### src/inc/fpspi_pkg.sv
`default_nettype none
package fpspi_pkg;
   // ************************************************************
   // clocking
   // ************************************************************
   localparam int SYS_CLK_HZ = 25000000;
   // flash clock limits, in kHz
   localparam int FLASH_CLK_MIN_KHZ = 9998;
   localparam int FLASH_CLK_MAX_KHZ = 50010;
   // half period in system cycles; the fastest legal rate at 25 MHz
   localparam int HALF_CYCLES = 1;
   localparam int FLASH_RATE_KHZ = SYS_CLK_HZ / 1000 / (2 * HALF_CYCLES);
   // ************************************************************
   // transfer modes
   // ************************************************************
   localparam int WIDTH_W = 2;
   localparam logic [1:0] WIDTH_SINGLE = 2'h0;
   localparam logic [1:0] WIDTH_QUAD = 2'h2;
   localparam int LEN_W = 8;
   typedef enum logic [1:0] {
      FPSPI_IDLE = 2'b00,
      FPSPI_LEAD = 2'b01,
      FPSPI_SHIFT = 2'b10,
      FPSPI_TAIL = 2'b11
   } fpspi_state_type;
endpackage : fpspi_pkg
`default_nettype wire

### src/inc/fpspi_if.sv
`default_nettype none
interface fpspi_if;
   logic start;
   logic quad;
   logic [7:0] nbits;
   logic [7:0] tx_data;
   logic [7:0] rx_data;
   logic busy;
   logic done;
   logic sclk;
   logic cs_n;
   logic [3:0] dout;
   logic [3:0] doe;
   logic [3:0] din;
   modport top (output start, quad, nbits, tx_data, din,
      input rx_data, busy, done, sclk, cs_n, dout, doe);
   modport eng (input start, quad, nbits, tx_data, din,
      output rx_data, busy, done, sclk, cs_n, dout, doe);
endinterface : fpspi_if
`default_nettype wire

### src/rtl/fpspi_engine.sv
`default_nettype none
module fpspi_engine (
   input wire logic i_sys_clk,
   input wire logic i_srst,
   fpspi_if.eng bus
);
   // ************************************************************
   // state
   // ************************************************************
   fpspi_pkg::fpspi_state_type state_r;
   logic [7:0] cnt_r;
   logic [7:0] sh_r;
   logic [7:0] rx_r;
   logic sclk_r;
   logic quad_r;
   logic done_r;
   logic [3:0] dout_r;
   logic cap_d1_r;
   logic cap_d2_r;
   wire fall_now = (state_r == fpspi_pkg::FPSPI_SHIFT) && sclk_r;
   wire last_bit = (cnt_r <= (quad_r ? 8'h04 : 8'h01));
   wire [7:0] sh_adv = quad_r ? {sh_r[3:0], 4'h0} : {sh_r[6:0], 1'b0};
   wire [7:0] rx_adv = quad_r ? {rx_r[3:0], bus.din}
      : {rx_r[6:0], bus.din[1]};
   always_ff @(posedge i_sys_clk) begin
      if (i_srst) begin
         state_r <= fpspi_pkg::FPSPI_IDLE;
         cnt_r <= 8'h00;
         sh_r <= 8'h00;
         rx_r <= 8'h00;
         sclk_r <= 1'b0;
         quad_r <= 1'b0;
         done_r <= 1'b0;
         dout_r <= 4'h0;
         cap_d1_r <= 1'b0;
         cap_d2_r <= 1'b0;
      end else begin
         done_r <= 1'b0;
         // the synchronised input lags the pin by two cycles, so the
         // bit that stood at a fall is taken two cycles after it
         cap_d1_r <= fall_now;
         cap_d2_r <= cap_d1_r;
         if (cap_d2_r)
            rx_r <= rx_adv;
         case (state_r)
            fpspi_pkg::FPSPI_IDLE: begin
               sclk_r <= 1'b0;
               if (bus.start && bus.nbits != 8'h00) begin
                  // first bit launched with select falling
                  state_r <= fpspi_pkg::FPSPI_LEAD;
                  cnt_r <= bus.nbits;
                  quad_r <= bus.quad;
                  sh_r <= bus.tx_data;
                  dout_r <= bus.quad ? bus.tx_data[7:4]
                     : {3'h0, bus.tx_data[7]};
               end
            end
            fpspi_pkg::FPSPI_LEAD: begin
               state_r <= fpspi_pkg::FPSPI_SHIFT;
            end
            fpspi_pkg::FPSPI_SHIFT: begin
               sclk_r <= ~sclk_r;
               if (fall_now) begin
                  // launch here; the read bit of this fall lands later
                  sh_r <= sh_adv;
                  dout_r <= quad_r ? sh_adv[7:4] : {3'h0, sh_adv[7]};
                  cnt_r <= cnt_r - (quad_r ? 8'h04 : 8'h01);
                  if (last_bit)
                     state_r <= fpspi_pkg::FPSPI_TAIL;
               end
            end
            fpspi_pkg::FPSPI_TAIL: begin
               // hold select until the last read bit has landed
               if (cap_d2_r) begin
                  state_r <= fpspi_pkg::FPSPI_IDLE;
                  done_r <= 1'b1;
               end
            end
            default: state_r <= fpspi_pkg::FPSPI_IDLE;
         endcase
      end
   end
   assign bus.sclk = sclk_r;
   assign bus.cs_n = (state_r == fpspi_pkg::FPSPI_IDLE);
   assign bus.dout = dout_r;
   assign bus.doe = (state_r == fpspi_pkg::FPSPI_IDLE) ? 4'h0
      : (quad_r ? 4'hf : 4'h1);
   assign bus.rx_data = rx_r;
   assign bus.busy = (state_r != fpspi_pkg::FPSPI_IDLE);
   assign bus.done = done_r;
   // ************************************************************
   // checks
   // ************************************************************
   property p_idle_low;
      @(posedge i_sys_clk) disable iff (i_srst)
      bus.cs_n |-> !bus.sclk;
   endproperty
   a_idle_low: assert property (p_idle_low)
      else $error("serial clock high while deselected");
   property p_cs_lead;
      @(posedge i_sys_clk) disable iff (i_srst)
      $fell(bus.cs_n) |-> !bus.sclk ##1 !bus.sclk;
   endproperty
   a_cs_lead: assert property (p_cs_lead)
      else $error("clock rose too soon after select");
   property p_cs_tail;
      @(posedge i_sys_clk) disable iff (i_srst)
      $rose(bus.cs_n) |-> $past(!bus.sclk, 1) && $past(!bus.sclk, 2);
   endproperty
   a_cs_tail: assert property (p_cs_tail)
      else $error("select released too close to clock");
   property p_launch_fall;
      @(posedge i_sys_clk) disable iff (i_srst)
      (!bus.cs_n && $changed(bus.dout) && !$fell(bus.cs_n))
         |-> $fell(bus.sclk);
   endproperty
   a_launch_fall: assert property (p_launch_fall)
      else $error("data changed away from falling edge");
   property p_sample_fall;
      @(posedge i_sys_clk) disable iff (i_srst)
      $changed(rx_r) |-> $past(bus.sclk, 3) && !$past(bus.sclk, 2);
   endproperty
   a_sample_fall: assert property (p_sample_fall)
      else $error("data sampled away from falling edge");
   property p_done_len;
      @(posedge i_sys_clk) disable iff (i_srst)
      (state_r == fpspi_pkg::FPSPI_TAIL) && cap_d2_r
         |=> done_r && bus.cs_n;
   endproperty
   a_done_len: assert property (p_done_len)
      else $error("done not flagged after tail");
endmodule : fpspi_engine
`default_nettype wire

### src/rtl/fpspi_top.sv
`default_nettype none
// Contract
// - flash port: clock idles low, phase 0
// - companion port: clock idles low, phase 0
// - sample read data on launching falling edge
// - flash samples four data lines on fall; in single mode the code samples line 1 only
// - flash launches on clock or select fall
// - flash clock between 9.998 and 50.01 MHz
// - companion launches on clock or select fall
// - companion samples input on falling edge
module fpspi_top (
   input wire logic i_sys_clk,
   input wire logic i_srst,
   input wire logic i_flash_start,
   input wire logic i_flash_quad,
   input wire logic [7:0] i_flash_nbits,
   input wire logic [7:0] i_flash_tx,
   output logic [7:0] o_flash_rx,
   output logic o_flash_busy,
   output logic o_flash_done,
   output logic o_flash_serial_clock,
   output logic o_flash_chip_select_n,
   output logic [3:0] o_flash_data_lines,
   output logic [3:0] o_flash_data_lines_oe,
   input wire logic [3:0] i_flash_data_lines,
   input wire logic i_comp_start,
   input wire logic [7:0] i_comp_nbits,
   input wire logic [7:0] i_comp_tx,
   output logic [7:0] o_comp_rx,
   output logic o_comp_busy,
   output logic o_comp_done,
   output logic o_companion_serial_clock,
   output logic o_companion_chip_select0_n,
   output logic o_companion_serial_out,
   input wire logic i_companion_serial_in
);
   // ************************************************************
   // pin synchronisers
   // ************************************************************
   logic [3:0] fl_s1_r;
   logic [3:0] fl_s2_r;
   logic cp_s1_r;
   logic cp_s2_r;
   always_ff @(posedge i_sys_clk) begin
      if (i_srst) begin
         fl_s1_r <= 4'h0;
         fl_s2_r <= 4'h0;
         cp_s1_r <= 1'b0;
         cp_s2_r <= 1'b0;
      end else begin
         fl_s1_r <= i_flash_data_lines;
         fl_s2_r <= fl_s1_r;
         cp_s1_r <= i_companion_serial_in;
         cp_s2_r <= cp_s1_r;
      end
   end
   // ************************************************************
   // flash port: 12.5 MHz clock, within the legal band
   // ************************************************************
   fpspi_if fl_if ();
   // flash holds read bit through the full cycle
   assign fl_if.start = i_flash_start;
   assign fl_if.quad = i_flash_quad;
   assign fl_if.nbits = i_flash_nbits;
   assign fl_if.tx_data = i_flash_tx;
   assign fl_if.din = fl_s2_r;
   fpspi_engine u_flash (
      .i_sys_clk(i_sys_clk),
      .i_srst(i_srst),
      .bus(fl_if.eng)
   );
   assign o_flash_rx = fl_if.rx_data;
   assign o_flash_busy = fl_if.busy;
   assign o_flash_done = fl_if.done;
   assign o_flash_serial_clock = fl_if.sclk;
   assign o_flash_chip_select_n = fl_if.cs_n;
   assign o_flash_data_lines = fl_if.dout;
   assign o_flash_data_lines_oe = fl_if.doe;
   // ************************************************************
   // companion port: single-bit only
   // ************************************************************
   fpspi_if cp_if ();
   assign cp_if.start = i_comp_start;
   assign cp_if.quad = 1'b0;
   assign cp_if.nbits = i_comp_nbits;
   assign cp_if.tx_data = i_comp_tx;
   assign cp_if.din = {2'h0, cp_s2_r, 1'b0};
   fpspi_engine u_comp (
      .i_sys_clk(i_sys_clk),
      .i_srst(i_srst),
      .bus(cp_if.eng)
   );
   assign o_comp_rx = cp_if.rx_data;
   assign o_comp_busy = cp_if.busy;
   assign o_comp_done = cp_if.done;
   assign o_companion_serial_clock = cp_if.sclk;
   assign o_companion_chip_select0_n = cp_if.cs_n;
   assign o_companion_serial_out = cp_if.dout[0];
   // ************************************************************
   // pin-level checks
   // ************************************************************
   property p_comp_idle_low;
      @(posedge i_sys_clk) disable iff (i_srst)
      o_companion_chip_select0_n |-> !o_companion_serial_clock;
   endproperty
   a_comp_idle_low: assert property (p_comp_idle_low)
      else $error("companion clock high while deselected");
   property p_comp_launch;
      @(posedge i_sys_clk) disable iff (i_srst)
      (!o_companion_chip_select0_n && $changed(o_companion_serial_out)
         && !$fell(o_companion_chip_select0_n))
         |-> $fell(o_companion_serial_clock);
   endproperty
   a_comp_launch: assert property (p_comp_launch)
      else $error("companion data changed away from falling edge");
   property p_flash_high_time;
      @(posedge i_sys_clk) disable iff (i_srst)
      $rose(o_flash_serial_clock) |=> $fell(o_flash_serial_clock);
   endproperty
   a_flash_high_time: assert property (p_flash_high_time)
      else $error("flash clock high phase out of range");
endmodule : fpspi_top
`default_nettype wire

### config.mk
export PLATFORM = sky130hd
export DESIGN_NAME = fpspi_top
export DESIGN_NICKNAME = d
export VERILOG_FILES = /design/src/inc/fpspi_pkg.sv /design/src/inc/fpspi_if.sv /design/src/rtl/fpspi_engine.sv /design/src/rtl/fpspi_top.sv
export SDC_FILE = /design/constraint.sdc
export NUM_CORES = 1
export LEC_CHECK = 0
export BUFFER_PORTS_ARGS = -buffer_cell sky130_fd_sc_hd__buf_2
export CORE_UTILIZATION = 42
export CTS_CLUSTER_DIAMETER = 80
export DETAILED_ROUTE_END_ITERATION = 10
export PLACE_DENSITY_LB_ADDON = 0.25
export SLEW_MARGIN = 0
export SYNTH_ARGS = -nofsm -noshare
export SYNTH_HDL_FRONTEND = slang
export SYNTH_HIERARCHICAL = 1
export SYNTH_SLANG_ARGS = --single-unit
export TNS_END_PERCENT = 20
### constraint.sdc
create_clock -name i_sys_clk -period 2.6 [get_ports i_sys_clk]
set_clock_uncertainty 0.05 [all_clocks]
set_input_delay 0.13 -clock i_sys_clk [delete_from_list [all_inputs] [get_ports i_sys_clk]]
set_output_delay 0.13 -clock i_sys_clk [all_outputs]
set_load 0.005 [all_outputs]
==> reports/qor.csv, run 1 <==
stage;metric;value;unit
outcome;outcome;finished with violations;
outcome;failing checks;DRC;
grt;first-pass GRT wire length;14.4;mm
hold_path;worst hold path startpoint;i_flash_tx[0];
timing;Tightest Pin Transition;0.662;ns
worst_setup_path;Critical Path AT;2.33;ns
timing;final period utilization;81.4;%
hold_path;Hold Path Class;input port to flip-flop;
timing;slew margin rel.;55.6;%
worst_setup_path;crit-path cells;inv_1, ha_1, nor2_1, a211o_1, or3_1, o31ai_1;
final_layout;most frequent cells in the layout;dfxtp_1 (75), buf_2 (74), nor2_1 (51), nand2_1 (31), mux2i_1 (27);
clock_network;Bufs on Longest Clock Path;2;
detailed_routing;Vias/cell;5.26;
place;Post-DP HPWL;6.03;mm
grt;initial antenna violation count;0;
detailed_routing;Routed WL;8.46;mm
power;Leak Pwr;1.81;nW
power;Power per Cell Area;1080;nW/um2
logic_synthesis;cell area after synthesis;3890;um2
timing;setup TNS;0;ns
detailed_routing;drt first-iter violations;79;
place;placed cell areas;4350;um2
final_layout;Area growth, synth to finish;18.2;%
clock_network;CTS tree;yes;
worst_setup_path;critical path class;flip-flop to flip-flop;
clock_network;CTS root buf;clkbuf_8;
clock_network;CTS Sinks;75;
detailed_routing;DRC;1;
worst_setup_path;crit-path max FO;15;
worst_setup_path;Worst setup startpoint;u_comp/state_r[0];
power;VDD IR max;0.969;mV
detailed_routing;Detail Route Antenna Nets;0;
final_layout;final instance area;4600;um2
final_layout;layout cells sized above 1;29.6;%
timing;final setup fails;0;
clock_network;clock transition at the registers of the reported paths;0.08;ns
final_layout;post-route insts no fill;621;
logic_synthesis;synthesized instance count;433;
worst_setup_path;CP max stage delay;0.46;ns
clock_network;total CTS buffers;9;
run;MaxCap Viol Count;0;
floorplan;Rows;34;
floorplan;CORE AREA;8850;um2
place;Placed Cells incl. Taps;600;
grt;via count of the first global-routing pass;3070;
worst_setup_path;type of origin of the critical path;flip-flop;
worst_setup_path;slowest CP cell;a211o_1;
clock_network;worst skew pair latency;0.34;ns
detailed_routing;via count;3264;
worst_setup_path;reg2reg setup slack;0.48;ns
logic_synthesis;syn_area_per_cell;8.98;um2
final_layout;leading cell type in the layout, fill and taps excluded;dfxtp_1;
floorplan;Die Wd;98.2;um
timing;f_max;0.473;GHz
floorplan;Die H;98.2;um
place;RD Place Congestion;0.843;
final_layout;antenna cells;0;
worst_setup_path;Worst R2R Start;u_comp/state_r[0];
floorplan;Starting Density;43.9;%
floorplan;IO Pins;75;
final_layout;layout net count;562;
worst_setup_path;Worst EP required;2.81;ns
clock_network;htree depth;3;
timing;RSZ-0062 raised after global routing;false;
timing;Max Slew Vio Count;0;
timing;fin crit period;2.12;ns
worst_setup_path;CP endpoint kind;flip-flop;
detailed_routing;drt pass-1 iters;10;
grt;GRT Util Overall;18.5;%
place;number of port buffers;74;
grt;gr ovfl total;0;
logic_synthesis;YS warnings;6;
detailed_routing;DR WL/cell;13.6;um
timing;Fin. Hold Viols;0;
grt;largest net degree at the start of global routing;41;
floorplan;die area;9640;um2
## sequential cells by signal, summed over array words and instances, names as in the netlist
| signal | count |
|---|---|
| u_comp/bus.dout | 1 |
| fl_if.din | 4 |
| u_flash/quad_r | 1 |
| u_flash/state_r | 2 |
| u_comp/cap_d1_r | 1 |
| u_comp/bus.rx_data | 8 |
| cp_s1_r | 1 |
| u_flash/bus.done | 1 |
| u_flash/bus.dout | 4 |
| u_flash/bus.sclk | 1 |
| u_comp/state_r | 2 |
| fl_s1_r | 4 |
| u_comp/bus.done | 1 |
| u_comp/sh_r | 7 |
| u_comp/cnt_r | 8 |
| u_flash/cap_d2_r | 1 |
| u_comp/quad_r | 1 |
| cp_s2_r | 1 |
| u_comp/bus.sclk | 1 |
| u_flash/bus.rx_data | 8 |
| u_flash/cap_d1_r | 1 |
| u_comp/cap_d2_r | 1 |
| u_flash/sh_r | 7 |
| u_flash/cnt_r | 8 |
## power by group
part / switching [mW] / total, mW / internal (mW)
combinational: 1.45 / 2.45 / 1.01
sequential: 0.221 / 1.65 / 1.43
clock: 0.437 / 0.882 / 0.445
total: 2.10 / 4.98 / 2.88
## stage by stage
stage | total power [mW] | hold slack [ns] | util (%) | setup slack [ns]
2_1_floorplan | 3.63 | 0.152 | - | 0.454
3_3_place_gp | 4.06 | 0.291 | 49.2 | 0.584
3_5_place_dp | 4.10 | 0.298 | 49.2 | 0.510
4_1_cts | 5.01 | 0.0167 | 52.0 | 0.478
5_1_grt | 5.39 | 0.0284 | 52.0 | 0.259
6_report | 4.98 | 0.0329 | 52.0 | 0.484
## path summary, 6_finish.rpt
kind                                   endpoint  depth (start not counted)
worst max-delay path            u_comp/cnt_r[4]                          6
worst min-delay path            u_flash/sh_r[0]                          3
worst max register to register  u_comp/cnt_r[4]                          6
worst min register to register     fl_if.din[1]                          1
## final cells by class
class | count | area, um2
fill | 855 | 4250
inverter | 18 | 67.6
timing repair buffer | 92 | 543
tap | 108 | 135
clock inverter | 6 | 65.1
sequential | 75 | 1500
clock buffer | 10 | 128
multi-input combinational | 312 | 2160
## critical path, delay by kind of cell, from the launching register on
family | cells | cell delay (ns)
compound gates | 2 | 0.52
fa+ha+maj | 1 | 0.45
buf+inv | 1 | 0.08
flops | 1 | 0.34
simple gates | 2 | 0.60
## metal layers
layer	GRT usage (%)	share of wire, %	up-vias
li1	-	-	1677
met1	25.1	50	1489
met2	29.5	44	90
met3	3.36	4.6	8
met4	6.66	1.5	0
met5	0	0	-
## repair_timing
| item | CTS | global route |
|---|---|---|
| setup buffers | 0 | 0 |
| endpoints found under the hold margin | 5 | 0 |
| resized for setup | 0 | 0 |
| hold buffers | 5 | 0 |
No activity file was read; power rests on OpenSTA's default activity.
==> run 2: changes to the inputs <==
==> constraint.sdc (replaced) <==
create_clock -name i_sys_clk -period 1.8 [get_ports i_sys_clk]
set_clock_uncertainty 0.05 [all_clocks]
set_input_delay 0.09 -clock i_sys_clk [delete_from_list [all_inputs] [get_ports i_sys_clk]]
set_output_delay 0.09 -clock i_sys_clk [all_outputs]
set_load 0.005 [all_outputs]
==> reports/qor.csv, run 2 (synthesis gave the netlist of run 1 again) <==
stage;metric;value;unit
floorplan;Die H;98.2;um
timing;fin crit period;1.69;ns
grt;via count of the first global-routing pass;3275;
outcome;failing checks;DRC;
power;total chip power;8.36;mW
worst_setup_path;Worst R2R Start;u_flash/cnt_r[0];
worst_setup_path;Worst setup startpoint;u_flash/cnt_r[0];
final_layout;Area growth, synth to finish;30.4;%
floorplan;CORE AREA;8850;um2
clock_network;Bufs on Longest Clock Path;2;
outcome;outcome;finished with violations;
clock_network;total CTS buffers;9;
hold_path;Hold Path Class;input port to flip-flop;
worst_setup_path;crit-path max FO;3;
timing;final setup fails;0;
clock_network;clock transition at the registers of the reported paths;0.09;ns
worst_setup_path;Worst EP required;2.03;ns
detailed_routing;Detail Route Antenna Nets;0;
worst_setup_path;CP endpoint kind;flip-flop;
final_layout;layout cells sized above 1;36.8;%
worst_setup_path;critical path class;flip-flop to flip-flop;
timing;setup ws final;0.106;ns
timing;setup TNS;0;ns
worst_setup_path;reg2reg setup slack;0.11;ns
detailed_routing;Vias/cell;5.28;
timing;f_max;0.590;GHz
clock_network;worst skew pair latency;0.36;ns
grt;gr ovfl total;0;
run;MaxCap Viol Count;0;
timing;final hold slack;0.0132;ns
timing;slew margin rel.;52.5;%
power;Power per Cell Area;1650;nW/um2
detailed_routing;drt first-iter violations;79;
clock_network;htree depth;3;
floorplan;die area;9640;um2
clock_network;CTS root buf;clkbuf_8;
floorplan;IO Pins;75;
grt;first-pass GRT wire length;15.4;mm
worst_setup_path;CP Capture Point;u_flash/state_r[1];
place;Placed Cells incl. Taps;619;
grt;GRT Util Overall;19.9;%
place;Setup WS pre-CTS;-0.0302;ns
timing;Tightest Pin Transition;0.713;ns
timing;Fin. Hold Viols;0;
worst_setup_path;type of origin of the critical path;flip-flop;
floorplan;Rows;34;
final_layout;post-route insts no fill;654;
final_layout;leading cell type in the layout, fill and taps excluded;buf_2;
power;Leak Pwr;2.01;nW
final_layout;layout net count;595;
place;Post-DP HPWL;6.43;mm
worst_setup_path;worst r2r path cells;8;
timing;final period utilization;94.1;%
place;number of port buffers;74;
place;RD Place Congestion;0.836;
power;VDD IR max;0.709;mV
detailed_routing;DR WL/cell;14.0;um
detailed_routing;DRC;8;
timing;Max Slew Vio Count;0;
worst_setup_path;Critical Path AT;1.92;ns
clock_network;CTS tree;yes;
detailed_routing;Routed WL;9.17;mm
worst_setup_path;RR Endpoint;u_flash/state_r[1];
final_layout;most frequent cells in the layout;buf_2 (74), dfxtp_1 (71), nor2_1 (51), buf_4 (31), nand2_1 (31);
grt;initial antenna violation count;0;
final_layout;antenna cells;0;
grt;largest net degree at the start of global routing;37;
floorplan;Die Wd;98.2;um
detailed_routing;via count;3451;
detailed_routing;drt pass-1 iters;7;
floorplan;Starting Density;43.9;%
clock_network;CTS Sinks;75;
-- run 2: repair_timing --
| item | in CTS | in global routing |
|---|---|---|
| gates cloned | 0 | 0 |
| hold buffers | 16 | 0 |
| pin swaps | 0 | 5 |
| resized for setup | 2 | 23 |
| hold endpoints to repair | 16 | 0 |
| setup endpoints to repair | 2 | 24 |
| buffers inserted | 0 | 3 |
-- run 2: metal layers --
layer | track usage (%) | vias up | part of all wire, %
met1 | 25.3 | 1619 | 46
met4 | 6.31 | 0 | 1.0
met3 | 5.01 | 9 | 5.0
met5 | 0 | - | 0
met2 | 33.0 | 84 | 48
li1 | - | 1739 | -
-- run 2: critical path, stage by stage, from the launching register on --
cell and delay (ns):
dfxtp_1 0.31, inv_1 0.11, ha_4 0.15, ha_2 0.19, nor2b_4 0.05, o22ai_2 0.18
a41oi_2 0.12, a221oi_2 0.25, mux2i_1 0.22
-- run 2: power breakdown --
part	total [mW]	internal (mW)	switching, mW
combinational	4.51	2.15	2.36
clock	1.47	0.790	0.678
sequential	2.39	2.07	0.318
-- run 2: worst min-delay path by stage --
| stage | end | startpoint | depth (start not counted) | slack (ns) |
|---|---|---|---|---|
| 3_3_place_gp | fl_s1_r[3] | i_flash_data_lines[3] | 2 | 0.25 |
| 5_1_grt | u_comp/sh_r[4] | i_comp_tx[4] | 3 | 0.02 |
| 3_5_place_dp | fl_s1_r[3] | i_flash_data_lines[3] | 2 | 0.26 |
| 6_report | u_comp/sh_r[4] | i_comp_tx[4] | 3 | 0.01 |
| 2_1_floorplan | cp_s1_r | i_srst | 1 | 0.11 |
| 4_1_cts | u_flash/sh_r[5] | i_flash_tx[5] | 3 | 0.002 |
-- run 2: area by class of cell --
cell class	instances	area (um2)
sequential	75	1510
inverter	18	72.6
timing repair buffer	125	843
multi-input combinational	312	2290
tap	108	135
clock inverter	7	98.8
fill	814	3780
clock buffer	9	124
-- run 2: metrics by stage --
step	instance area (um2)	utilization, %
floorplan	3960	-
global placement	4570	51.7
detailed placement	4570	51.7
CTS	4960	56.0
global route	5070	57.3
finish	5070	57.3
==> run 3: changes to the inputs <==
==> constraint.sdc (replaced) <==
create_clock -name i_sys_clk -period 1.7 [get_ports i_sys_clk]
set_clock_uncertainty 0.05 [all_clocks]
set_input_delay 0.085 -clock i_sys_clk [delete_from_list [all_inputs] [get_ports i_sys_clk]]
set_output_delay 0.085 -clock i_sys_clk [all_outputs]
set_load 0.005 [all_outputs]
==> reports/qor.csv, run 3 (synthesis gave the netlist of run 1 again) <==
stage;metric;value;unit
floorplan;Rows;34;
final_layout;Fillers;785;
detailed_routing;DR WL/cell;14.3;um
detailed_routing;Vias/cell;5.25;
power;Power per Cell Area;1790;nW/um2
power;Leak Pwr;2.13;nW
place;RD Place Congestion;0.805;
clock_network;worst skew pair latency;0.35;ns
final_layout;final instance area;5330;um2
clock_network;CTS tree;yes;
grt;initial antenna violation count;0;
hold_path;Hold Path Class;input port to flip-flop;
floorplan;die area;9640;um2
floorplan;CORE AREA;8850;um2
timing;setup ws final;-0.0181;ns
place;Setup WS pre-CTS;-0.0845;ns
run;MaxCap Viol Count;0;
place;placed cell areas;4680;um2
clock_network;clock transition at the registers of the reported paths;0.09;ns
detailed_routing;Detail Route Antenna Nets;0;
floorplan;IO Pins;75;
floorplan;Starting Density;43.9;%
clock_network;Bufs on Longest Clock Path;2;
floorplan;Die Wd;98.2;um
detailed_routing;drt first-iter violations;115;
place;number of port buffers;74;
worst_setup_path;CP endpoint kind;flip-flop;
place;Post-DP HPWL;6.51;mm
clock_network;htree depth;3;
timing;fin crit period;1.72;ns
final_layout;leading cell type in the layout, fill and taps excluded;buf_2;
timing;final period utilization;101;%
detailed_routing;DRC;1;
timing;Max Slew Vio Count;0;
timing;final hold slack;0.0170;ns
final_layout;Area growth, synth to finish;37.2;%
final_layout;layout net count;611;
final_layout;FF+latch area;1520;um2
worst_setup_path;reg2reg setup slack;-0.02;ns
worst_setup_path;crit-path max FO;4;
timing;f_max;0.582;GHz
grt;gr ovfl total;0;
clock_network;total CTS buffers;9;
final_layout;most frequent cells in the layout;buf_2 (74), dfxtp_1 (68), nor2_1 (49), buf_4 (39), nand2_1 (31);
final_layout;Multi-input gate area;2370;um2
power;VDD IR max;0.888;mV
grt;GRT Util Overall;19.9;%
worst_setup_path;Worst EP required;1.93;ns
final_layout;layout cells sized above 1;40.0;%
timing;Tightest Pin Transition;0.664;ns
detailed_routing;via count;3517;
grt;largest net degree at the start of global routing;34;
detailed_routing;drt pass-1 iters;9;
grt;via count of the first global-routing pass;3365;
timing;slew margin rel.;55.8;%
worst_setup_path;type of origin of the critical path;flip-flop;
clock_network;CTS root buf;clkbuf_8;
outcome;failing checks;DRC, setup timing;
timing;Fin. Hold Viols;0;
outcome;outcome;finished with violations;
timing;setup TNS;-0.0181;ns
timing;RSZ-0062 raised after global routing;true;
floorplan;Die H;98.2;um
grt;first-pass GRT wire length;15.5;mm
worst_setup_path;Critical Path AT;1.94;ns
detailed_routing;Routed WL;9.58;mm
final_layout;antenna cells;0;
timing;final setup fails;1;
worst_setup_path;critical path class;flip-flop to flip-flop;
clock_network;CTS Sinks;75;
==> run 3: worst max-delay path, stage by stage (launching register included) <==
cell,delay [ns]
dfxtp_1,0.34
nor4_1,0.54
a41oi_2,0.20
a221oi_2,0.28
mux2i_1,0.24
==> run 3: what timing repair did <==
item	in CTS	in global routing
setup buffers	0	3
hold buffers	18	0
setup endpoints to repair	19	32
endpoints found under the hold margin	18	0
pin swaps	5	14
cloned	0	2
resized for setup	19	23
==> run 3: layout make-up <==
| class | instances | area share, % |
|---|---|---|
| timing repair buffer | 141 | 18.9 |
| inverter | 18 | 1.50 |
| multi-input combinational | 312 | 44.4 |
| tap | 108 | 2.53 |
| clock inverter | 6 | 1.64 |
| clock buffer | 10 | 2.58 |
| sequential | 75 | 28.4 |
==> run 3: final timing paths <==
| path | from | end | depth (start not counted) |
|---|---|---|---|
| hold reg to reg | u_comp/cap_d1_r | u_comp/cap_d2_r | 1 |
| setup reg to reg | u_flash/cnt_r[5] | u_flash/state_r[1] | 4 |
| hold / removal | i_comp_tx[6] | u_comp/sh_r[6] | 3 |
| setup / recovery | u_flash/cnt_r[5] | u_flash/state_r[1] | 4 |
==> run 3: per-stage QoR <==
| stage | utilization, % | power [mW] | cells |
|---|---|---|---|
| 5_1_grt | 60.3 | 10.2 | 670 |
| 3_5_place_dp | 52.9 | 7.16 | 631 |
| 6_report | 60.3 | 9.57 | 670 |
| 2_1_floorplan | - | 5.76 | 438 |
| 3_3_place_gp | 52.9 | 7.03 | 631 |
| 4_1_cts | 58.6 | 9.02 | 665 |
==> run 3: layer usage <==
metal / up-vias / global-route usage [%] / routed length [um] / share of wire [%]
li1: 1767 / - / - / -
met1: 1657 / 25.1 / 4440 / 46
met3: 14 / 3.36 / 348 / 3.6
met4: 0 / 9.53 / 174 / 1.8
met5: - / 0 / 0 / 0
met2: 79 / 33.0 / 4620 / 48
==> run 3: where the power goes <==
part           total [mW]  internal [mW]  switching (mW)
registers            2.58           2.20           0.379
logic                5.43           2.71            2.72
clock network        1.56          0.869           0.686
